$ cat config.mk
export PLATFORM = sky130hd
export DESIGN_NAME = its_target
export DESIGN_NICKNAME = d
export VERILOG_FILES = /design/src/its_pkg.sv /design/src/its_addr_sel.sv /design/src/its_sync.sv /design/src/its_target.sv
export SDC_FILE = /design/constraint.sdc
export NUM_CORES = 1
export LEC_CHECK = 0
export ABC_AREA = 1
export BUFFER_PORTS_ARGS = -buffer_cell sky130_fd_sc_hd__buf_2
export CORE_MARGIN = 1
export CORE_UTILIZATION = 45
export DETAILED_ROUTE_END_ITERATION = 8
export GPL_TIMING_DRIVEN = 0
export PLACE_DENSITY = 0.65
export SETUP_SLACK_MARGIN = 0.5
export SLEW_MARGIN = 20
export SYNTH_ARGS = -nofsm -noshare
export SYNTH_HDL_FRONTEND = slang
export SYNTH_SLANG_ARGS = --single-unit
$ cat constraint.sdc
create_clock -name mclk -period 2.25 [get_ports mclk]
set_input_delay 0.225 -clock mclk [delete_from_list [all_inputs] [get_ports mclk]]
set_output_delay 0.225 -clock mclk [all_outputs]
set_load 0.005 [all_outputs]
$ cat src/its_pkg.sv
// Constants and types shared by the I2C target register access block.
package its_pkg;

	localparam logic [3:0] ADDR_FIXED = 4'h9;
	localparam logic [6:0] ADDR_BCAST = 7'h47;
	localparam logic [6:0] ADDR_GCALL = 7'h00;
	localparam logic [7:0] GCALL_RESET = 8'h06;

	localparam logic [2:0] SEL_GND = 3'h0;
	localparam logic [2:0] SEL_VDD = 3'h1;
	localparam logic [2:0] SEL_SDA = 3'h2;
	localparam logic [2:0] SEL_SCL = 3'h3;

	localparam logic [3:0] BYTE_BITS = 4'h8;
	localparam logic [3:0] TX_LAST_BIT = 4'h7;
	localparam int WRITE_FRAME_CYCLES = 36;

	localparam logic LINE_IDLE = 1'b1;
	localparam logic RW_READ = 1'b1;

	typedef enum logic [2:0] {
		ST_IDLE = 3'h0,
		ST_RX = 3'h1,
		ST_RX_ACK = 3'h2,
		ST_TX = 3'h3,
		ST_TX_ACK = 3'h4,
		ST_SKIP = 3'h5
	} its_state_t;

	typedef enum logic [2:0] {
		K_ADDR = 3'h0,
		K_CMD = 3'h1,
		K_HI = 3'h2,
		K_LO = 3'h3,
		K_GC = 3'h4
	} its_kind_t;

endpackage

$ cat src/its_addr_sel.sv
// Classifies what the address-select pin is tied to while the address byte arrives.
`timescale 1ns/1ps
module its_addr_sel
	import its_pkg::*;
(
	input wire logic mclk,
	input wire logic rst_b,
	input wire logic clear,
	input wire logic enable,
	input wire logic scl_rise,
	input wire logic scl_fall,
	input wire logic sda_lvl,
	input wire logic pin_lvl,
	output logic [2:0] sel
);
	logic seen_one;
	logic seen_zero;
	logic sda_diff;

	// The pin is sampled at both clock edges and compared with SDA only at rising edges, where SDA is stable.
	always_ff @(posedge mclk) begin
		if (!rst_b) begin
			seen_one <= 1'b0;
			seen_zero <= 1'b0;
			sda_diff <= 1'b0;
		end else if (clear) begin
			seen_one <= 1'b0;
			seen_zero <= 1'b0;
			sda_diff <= 1'b0;
		end else if (enable && (scl_rise || scl_fall)) begin
			if (pin_lvl) begin
				seen_one <= 1'b1;
			end else begin
				seen_zero <= 1'b1;
			end
			if (scl_rise && (pin_lvl != sda_lvl)) begin
				sda_diff <= 1'b1;
			end
		end
	end

	always_comb begin
		if (!seen_one) begin
			sel = SEL_GND;
		end else if (!seen_zero) begin
			sel = SEL_VDD;
		end else if (!sda_diff) begin
			sel = SEL_SDA;
		end else begin
			sel = SEL_SCL;
		end
	end
endmodule

$ cat src/its_sync.sv
// Three-stage input synchroniser that accepts a change once stages two and three agree.
`timescale 1ns/1ps
module its_sync #(
	parameter int W = 3,
	parameter logic [W-1:0] RST_VAL = '1
) (
	input wire logic mclk,
	input wire logic rst_b,
	input wire logic [W-1:0] din,
	output logic [W-1:0] dout
);
	logic [W-1:0] s1;
	logic [W-1:0] s2;
	logic [W-1:0] s3;

	genvar i;
	generate
		for (i = 0; i < W; i++) begin : g_bit
			always_ff @(posedge mclk) begin
				if (!rst_b) begin
					s1[i] <= RST_VAL[i];
					s2[i] <= RST_VAL[i];
					s3[i] <= RST_VAL[i];
					dout[i] <= RST_VAL[i];
				end else begin
					s1[i] <= din[i];
					s2[i] <= s1[i];
					s3[i] <= s2[i];
					if (s2[i] == s3[i]) begin
						dout[i] <= s3[i];
					end
				end
			end
		end
	endgenerate
endmodule

$ cat src/its_target.sv
// I2C target front end: address decode, register write and read-back sequencing.
// Function
// - Acknowledge each received byte by holding SDA low through the ninth clock high; a general-call byte other than 0x06 gets none.
// - Update needs both data bytes; upper byte 15:8 arrives before lower 7:0.
// - Apply the write on the clock fall ending the lower byte's acknowledge.
// - On stop release the bus, go idle, await a new start.
// - First byte is seven address bits plus direction; top four bits are 1001.
// - Sample the address-select pin during every first byte and latch it.
// - Pin to ground 000, supply 001, data line 010, clock line 011.
// - Also accept broadcast 1000111 with direction 0, regardless of the pin.
// - Broadcast address serves writes only, never reads.
// - The byte after the address selects the target register.
// - Repeated start, address with direction 1; device returns upper then lower byte.
// - General call 0x00 then 0x06 asserts software reset at that acknowledge's rise.
// - Seven-bit addressing only; acknowledge only own, broadcast or general call.
`timescale 1ns/1ps
module its_target
	import its_pkg::*;
(
	input wire logic mclk,
	input wire logic rst_b,
	input wire logic scl_in,
	input wire logic sda_in,
	output logic sda_out,
	output logic sda_oe,
	input wire logic addr_select_pin,
	output logic [7:0] reg_addr,
	output logic reg_wr_en,
	output logic [15:0] reg_wr_data,
	input wire logic [15:0] reg_rd_data,
	output logic sw_reset
);
	logic scl;
	logic sda;
	logic pin;
	logic scl_d;
	logic sda_d;
	logic scl_rise;
	logic scl_fall;
	logic start;
	logic stop;
	its_state_t state;
	its_kind_t kind;
	logic [3:0] bit_cnt;
	logic [7:0] shreg;
	logic [7:0] hi_byte;
	logic [7:0] lo_byte;
	logic [2:0] addr_low;
	logic [2:0] pin_sel;
	logic rd_mode;
	logic gc_mode;
	logic tx_lo;
	logic master_ack;
	logic next_ack;

	function automatic logic own_match(input logic [7:0] b, input logic [2:0] low3);
		own_match = (b[7:1] == {ADDR_FIXED, low3});
	endfunction

	function automatic logic bcast_write(input logic [7:0] b);
		bcast_write = (b[7:1] == ADDR_BCAST) && (b[0] != RW_READ);
	endfunction

	function automatic logic gcall_write(input logic [7:0] b);
		gcall_write = (b[7:1] == ADDR_GCALL) && (b[0] != RW_READ);
	endfunction

	its_sync #(
		.W(3),
		.RST_VAL(3'h7)
	) u_sync (
		.mclk(mclk),
		.rst_b(rst_b),
		.din({addr_select_pin, sda_in, scl_in}),
		.dout({pin, sda, scl})
	);

	its_addr_sel u_addr_sel (
		.mclk(mclk),
		.rst_b(rst_b),
		.clear(start),
		.enable((state == ST_RX) && (kind == K_ADDR)),
		.scl_rise(scl_rise),
		.scl_fall(scl_fall),
		.sda_lvl(sda),
		.pin_lvl(pin),
		.sel(pin_sel)
	);

	always_ff @(posedge mclk) begin
		if (!rst_b) begin
			scl_d <= LINE_IDLE;
			sda_d <= LINE_IDLE;
		end else begin
			scl_d <= scl;
			sda_d <= sda;
		end
	end

	assign scl_rise = scl && !scl_d;
	assign scl_fall = !scl && scl_d;
	assign start = scl && scl_d && sda_d && !sda;
	assign stop = scl && scl_d && !sda_d && sda;

	// Acknowledge decision for the byte just shifted in.
	always_comb begin
		unique case (kind)
			K_ADDR: begin
				next_ack = own_match(shreg, pin_sel) || bcast_write(shreg) ||
					gcall_write(shreg);
			end
			K_GC: begin
				next_ack = (shreg == GCALL_RESET);
			end
			K_CMD, K_HI, K_LO: begin
				next_ack = 1'b1;
			end
			default: begin
				next_ack = 1'b0;
			end
		endcase
	end

	always_ff @(posedge mclk) begin
		if (!rst_b) begin
			state <= ST_IDLE;
			kind <= K_ADDR;
			bit_cnt <= '0;
			shreg <= '0;
			hi_byte <= '0;
			lo_byte <= '0;
			addr_low <= SEL_GND;
			rd_mode <= 1'b0;
			gc_mode <= 1'b0;
			tx_lo <= 1'b0;
			master_ack <= 1'b0;
			reg_addr <= '0;
		end else if (start) begin
			// A new frame drops any half-received data pair.
			state <= ST_RX;
			kind <= K_ADDR;
			bit_cnt <= '0;
		end else if (stop) begin
			state <= ST_IDLE;
			kind <= K_ADDR;
		end else begin
			unique case (state)
				ST_IDLE, ST_SKIP: begin
				end
				ST_RX: begin
					if (scl_rise && (bit_cnt != BYTE_BITS)) begin
						shreg <= {shreg[6:0], sda};
						bit_cnt <= bit_cnt + 4'h1;
					end else if (scl_fall && (bit_cnt == BYTE_BITS)) begin
						bit_cnt <= '0;
						state <= next_ack ? ST_RX_ACK : ST_SKIP;
						if (kind == K_ADDR) begin
							addr_low <= pin_sel;
							rd_mode <= shreg[0];
							gc_mode <= gcall_write(shreg);
						end
					end
				end
				ST_RX_ACK: begin
					if (scl_fall) begin
						state <= ST_RX;
						unique case (kind)
							K_ADDR: begin
								if (rd_mode) begin
									// Read-back data is taken once, at the end of the address ack.
									shreg <= reg_rd_data[15:8];
									lo_byte <= reg_rd_data[7:0];
									tx_lo <= 1'b0;
									state <= ST_TX;
								end else begin
									kind <= gc_mode ? K_GC : K_CMD;
								end
							end
							K_CMD: begin
								reg_addr <= shreg;
								kind <= K_HI;
							end
							K_HI: begin
								hi_byte <= shreg;
								kind <= K_LO;
							end
							K_LO: begin
								kind <= K_HI;
							end
							K_GC: begin
								state <= ST_SKIP;
							end
						endcase
					end
				end
				ST_TX: begin
					if (scl_fall) begin
						if (bit_cnt == TX_LAST_BIT) begin
							bit_cnt <= '0;
							state <= ST_TX_ACK;
						end else begin
							shreg <= {shreg[6:0], 1'b0};
							bit_cnt <= bit_cnt + 4'h1;
						end
					end
				end
				ST_TX_ACK: begin
					if (scl_rise) begin
						master_ack <= !sda;
					end else if (scl_fall) begin
						if (master_ack && !tx_lo) begin
							shreg <= lo_byte;
							tx_lo <= 1'b1;
							state <= ST_TX;
						end else begin
							state <= ST_SKIP;
						end
					end
				end
				default: begin
					state <= ST_IDLE;
				end
			endcase
		end
	end

	// Write strobe and data, issued on the fall that ends the lower byte's ack.
	always_ff @(posedge mclk) begin
		if (!rst_b) begin
			reg_wr_en <= 1'b0;
			reg_wr_data <= '0;
		end else if (!start && !stop && (state == ST_RX_ACK) && (kind == K_LO) && scl_fall) begin
			reg_wr_en <= 1'b1;
			reg_wr_data <= {hi_byte, shreg};
		end else begin
			reg_wr_en <= 1'b0;
		end
	end

	always_ff @(posedge mclk) begin
		if (!rst_b) begin
			sw_reset <= 1'b0;
		end else begin
			sw_reset <= !start && !stop && (state == ST_RX_ACK) && (kind == K_GC) && scl_rise;
		end
	end

	// Open-drain data line: only ever pulled low.
	assign sda_out = 1'b0;
	assign sda_oe = (state == ST_RX_ACK) || ((state == ST_TX) && !shreg[7]);
endmodule

### Word-level counts from Yosys, hierarchy flattened

Cells that the tools add are included.

| operators by class | value |
|---|---|
| add/subtract/negate cells | 1 |
| reduce and logical (&&, ||, !) cells | 60 |
| bitwise logic cells | 7 |
| equality and inequality tests | 41 |
| muxes and demuxes | 44 |

Operators by type and width:

| cell | count |
|---|---|
| $mux W8 | 9 |
| $mux W3 | 13 |
| $pmux W8 S4 | 1 |
| $ne A4 B4 Y1 const B | 7 |
| $logic_and A1 B1 Y1 | 22 |
| $ne A2 B2 Y1 const B | 11 |
| $mux W4 | 4 |
| $reduce_and A8 Y1 | 2 |
| $pmux W3 S5 | 1 |
| $eq A3 B2 Y1 const B | 4 |
| $reduce_and A12 Y1 | 1 |
| $reduce_and A4 Y1 | 3 |
| $reduce_and A6 Y1 | 2 |
| $mux W1 | 10 |
| $reduce_and A5 Y1 | 2 |
| $eq A3 B3 Y1 const B | 3 |
| $pmux W3 S3 | 1 |
| $reduce_and A9 Y1 | 1 |
| $eq A8 B3 Y1 const B | 1 |
| $logic_not A1 Y1 | 8 |
| $pmux W4 S2 | 1 |
| $eq A7 B7 Y1 | 1 |
| $eq A7 B7 Y1 const B | 1 |
| $logic_not A7 Y1 | 1 |
| other kinds (23) | 43 |

| storage, ports and cells | value |
|---|---|
| register bits | 81 |
| output and inout port bits | 28 |
| logic and storage cells | 185 |

### Logic depth before layout (Yosys ltp)

| logic depth | value |
|---|---|
| depth in word-level cells | 13 |
| mapped depth | 13 |
| mapped depth without buffers | 13 |

### Cells and area by module

From an unflattened synthesis, not the netlist that was laid out.

| second synthesis, totals | value |
|---|---|
| cells, all modules | 490 |
| area, all modules | 3574.7 µm² |

By module, submodules not included:

| module | area an instance (µm²) | cells an instance | instances | seq. area each (µm²) |
|---|---|---|---|---|
| its_target | 3006.6 | 412 | 1 | 1321.3 |
| its_sync | 400.4 | 52 | 1 | 240.2 |
| its_addr_sel | 167.7 | 26 | 1 | 60.1 |

### Least setup slack after synthesis

OpenSTA, ideal clock, no wires.

| timing | value |
|---|---|
| path kind | reg2reg |
| start | register u_sync.dout[0] |
| end | register reg_wr_data[10] |
| path slack | 0.627 ns |
| clock period less this slack | 1.623 ns |
| arrival | 1.504 ns |
| required time | 2.131 ns |
| path buffers | 1 |
| cell stages (with the launch flop) | 11 |
| cell sequence | dfxtp_1 -> ha_1 -> nand3_1 -> nand2_1 -> inv_2 -> nand2_4 -> nor2_4 -> nand4_2 -> clkbuf_1 -> o21ai_0 -> a21oi_1 |

| on the way | value |
|---|---|
| cells in the longest elaborated chain, start to end | 8 |
| elaborated cells on any way between the ends | 13 |
| classes of those cells | 13 x reduce/logical |

RTL lines:

| element | RTL line | source |
|---|---|---|
| start: declaration | its_sync.sv:10 | `output logic [W-1:0] dout` |
| start signal: indexed assignment | its_sync.sv:24 | `dout[i] <= RST_VAL[i];` |
| start signal: indexed assignment | its_sync.sv:30 | `dout[i] <= s3[i];` |
| $logic_and A1 B1 Y1 | its_target.sv:102, its_target.sv:103 |  |
| $logic_and A1 B1 Y1, on equally long branches (2 in a row) | its_target.sv:102, its_target.sv:103 |  |
| $logic_not A1 Y1 | its_target.sv:232 | `end else if (!start && !stop && (state == ST_RX_ACK) && (kind == K_LO) && scl_fall) begin` |
| $logic_and A1 B1 Y1 (3 in a row) | its_target.sv:232 |  |
| $logic_and A1 B1 Y1 (*) | its_target.sv:232 |  |
| end signal: assignment | its_target.sv:234 | `reg_wr_data <= {hi_byte, shreg};` |
| end: declaration | its_target.sv:29 | `output logic [15:0] reg_wr_data,` |

Mark *: on every way between the ends. The rest lies on a longest branch, timed or not.
A chain may end at the register's enable or synchronous reset.

### Worst setup path in the final report

| timing | value |
|---|---|
| start | register bit_cnt[0] |
| end | register shreg[0] |

| on the way | value |
|---|---|
| cells in the longest elaborated chain, start to end | 4 |
| elaborated cells on any way between the ends | 6 |
| classes of those cells | 4 x eq/ne; 2 x reduce/logical |

RTL lines:

| element | RTL line | source |
|---|---|---|
| start: declaration | its_target.sv:44 | `logic [3:0] bit_cnt;` |
| start signal: assignment | its_target.sv:153 | `bit_cnt <= bit_cnt + 4'h1;` |
| start signal: assignment | its_target.sv:203 | `bit_cnt <= bit_cnt + 4'h1;` |
| $ne A4 B4 Y1 | its_target.sv:151 | `if (scl_rise && (bit_cnt != BYTE_BITS)) begin` |
| $logic_and A1 B1 Y1 | its_target.sv:151 |  |
| $ne A2 B1 Y1 (no line) | -- |  |
| $reduce_and A12 Y1 (no line) (*) | -- |  |
| end signal: assignment | its_target.sv:152 | `shreg <= {shreg[6:0], sda};` |
| end signal: assignment | its_target.sv:171 | `shreg <= reg_rd_data[15:8];` |
| end signal: assignment | its_target.sv:202 | `shreg <= {shreg[6:0], 1'b0};` |
| end: declaration | its_target.sv:45 | `logic [7:0] shreg;` |

Marked as above.

==> results.yml <==
route:
  drtIter0Drc: 129
  post_drt_wl_per_cell_um: 13.5
  postRouteAntennaNets: 0
  dr_total_vias: 3299
  drc_errors: 0
  routed_via_density: 5.10
  drt_pass1_iterations: 4
  drt_wl_total_um: 8710
logic_synthesis:
  synth_largest_area_cell: "dfxtp_1"
  syn_avg_cell_area_um2: 7.49
  synth.distinct_cells: 36
  synthCells: 469
  yosysSeqAreaShare_pct: 46.2
  yosys_warnings: 0
  synth_top_area_share_pct: 46.2
  syn_area_mm2: 0.00351
  synth_seq_cells: 81
  async_flop_share_pct: 0
  synthFlopType: "dfxtp_1"
  netlist_top_cells_area: "dfxtp_1, a21oi_1, inv_1"
  synth-edff-count: 0
  synth_fp_nets: 495
worst_setup_path:
  crit_type: "flip-flop to flip-flop"
  cp_max_fo: 8
  crit_chain: "inv_2 > ha_2 > nand3_2 > nand2_2 > nand2_2 > nand3_2 > nor3b_4 > nand2_4 > buf_6 > inv_1 > nand2_1 > nand2_1 > a21oi_1"
  crit_slowest_cell: "dfxtp_2"
  cp-start-kind: "flip-flop"
  critPathBufInv: 3
  endpoint_kind: "flip-flop"
  critPathArrivalTime_ps: 1970
  max_stage_delay_ps: 370
  critPathTopFamily: "simple AND/OR/NAND/NOR gates"
  cp_data_required_time_ps: 2500
finish:
  fillers: 676
  fin_area_mm2: 0.00459
  syn_to_final_growth_pct: 30.7
  antennaDiodeCount: 0
  final_util_pct: 62.0
  final_common_cell: "inv_1"
  layout_common_cells: "inv_1, dfxtp_1, a21oi_1, buf_2, nand2_1"
  final_nets: 569
  drive_gt1_share_pct: 31.4
  fin_cells: 647
grt:
  grt_pass1_wl_um: 13900
  grt_usage_pct: 21.4
  grt_overflow: 0
  grt_max_degree: 16
  grt_pass1_vias: 2956
  antenna_found_initial: 0
floorplan:
  fp.dieH_um: 90.3
  dieArea_mm2: 0.00816
  fp.coreArea_mm2: 0.00741
  initial_utilization_pct: 47.4
  rows: 31
  io_pins: 49
  die_w_um: 90.3
power_and_ir_drop:
  power.density_mw_per_mm2: 828
  power_frac_clock_pct: 31.8
  switching_share_pct: 33.6
  power_mw: 3.80
  p_comb_share_pct: 23.4
  peakVddDrop_uv: 380
  switchingPower_mw: 1.28
  p_seq_share_pct: 44.7
  p_int_mw: 2.52
  leakage_nw: 1.90
placed_design:
  placed_cells: 615
  dp_hpwl_um: 5950
  numPortBuffers: 47
  postPlaceCellArea_mm2: 0.00387
  place_ws_ps: 267
  place.gp.congestion: 0.872
clocking:
  cts_tree: "built"
  clk_latency_ps: 360
  cts.sinks: 81
  htree_num_levels: 3
  cts_buffers: 9
  cts_max_path_buffers: 2
  cts-root-buf: "clkbuf_8"
  path_clk_slew_ps: 80
  postCtsHoldBufs: 0
timing:
  drv_slew: 0
  finalWorstSetupSlack_ps: 527
  holdWs_ps: 44.2
  fmax_mhz: 580
  finalHoldViolCount: 0
  grt_setup_unrepaired: "yes"
  fin_setup_tns_ps: 0
  finClkSkew_ps: 8.75
  period_minus_slack_ps: 1720
  maxSlewHeadroom_pct: 55.3
  tightestPinTransition_ps: 670
  setup_violations: 0
  period_share_pct: 76.6
hold_path:
  hold_path.class: "input port to flip-flop"
status:
  status: "complete, no violations"
run:
  maxCapViolCount: 0
[final cells by class]
type / count / area, µm² / area share (%)
buffer: 17 / 126 / 2.75
sequential: 81 / 1650 / 35.9
multi-input combinational: 287 / 1760 / 38.4
clock buffer: 9 / 124 / 2.70
tap: 99 / 124 / 2.70
clock inverter: 7 / 101 / 2.21
timing repair buffer: 63 / 385 / 8.39
inverter: 84 / 320 / 6.98
[metal layers]
layer	part of all wire [%]	wire length, µm	global-route usage [%]
met5	0	0	0
met2	48	4170	35.2
met3	4.1	353	3.62
met1	45	3940	27.1
met4	2.8	241	10.3
[cell usage after synthesis, drive strengths merged, types with 4 or more instances]
cell type and instances:
inv 84, dfxtp 81, nand2 61, a21oi 60, o21ai 58, nor2 37, nand3 19, buf 9
nor3 9, or2 9, clkbuf 8, nand4 7, ha 5, o221ai 5, a211oi 4
[power by group through the flow]
| stage | Clock (mW) | Sequential, mW | Combinational, mW |
|---|---|---|---|
| after global routing | 1.29 | 1.72 | 0.996 |
| after detailed placement | 0 | 1.70 | 0.716 |
| after CTS | 1.23 | 1.67 | 0.733 |
| final | 1.21 | 1.70 | 0.891 |
| after global placement | 0 | 1.70 | 0.702 |
| after floorplan | 0 | 1.64 | 0.562 |
[state kept, by name, indices dropped and copies added, names as in the netlist, 4 cells and up]
register and cells:
reg_wr_data 16, hi_byte 8, bit_cnt 4, shreg 8
lo_byte 8, reg_addr 8
[final timing paths]
path,start,to,slack (ps),depth (start not counted)
setup / recovery,bit_cnt[0],shreg[0],530,13
hold / removal,scl_in,u_sync.s1[0],40,2
setup reg to reg,bit_cnt[0],shreg[0],530,13
hold reg to reg,u_sync.s1[1],u_sync.s2[1],420,1
[cell families after synthesis]
group                      share of synthesized area (%)
and+or+nand+nor                                     19.5
AOI/OAI and AO/OA                                   20.7
buffers and inverters                               11.4
DFF                                                 46.2
adders and majority gates                           1.78
xor gates and xnor gates                           0.249
other                                              0.107
[timing repair]
| item | in CTS | in global routing |
|---|---|---|
| pin swaps | 3 | 11 |
| setup endpoints to repair | 49 | 50 |
| cloned | 2 | 1 |
| gates resized for setup | 40 | 81 |
| endpoints found under the hold margin | 0 | 0 |
| setup buffers | 4 | 9 |
(Power assumes the default switching activity.)
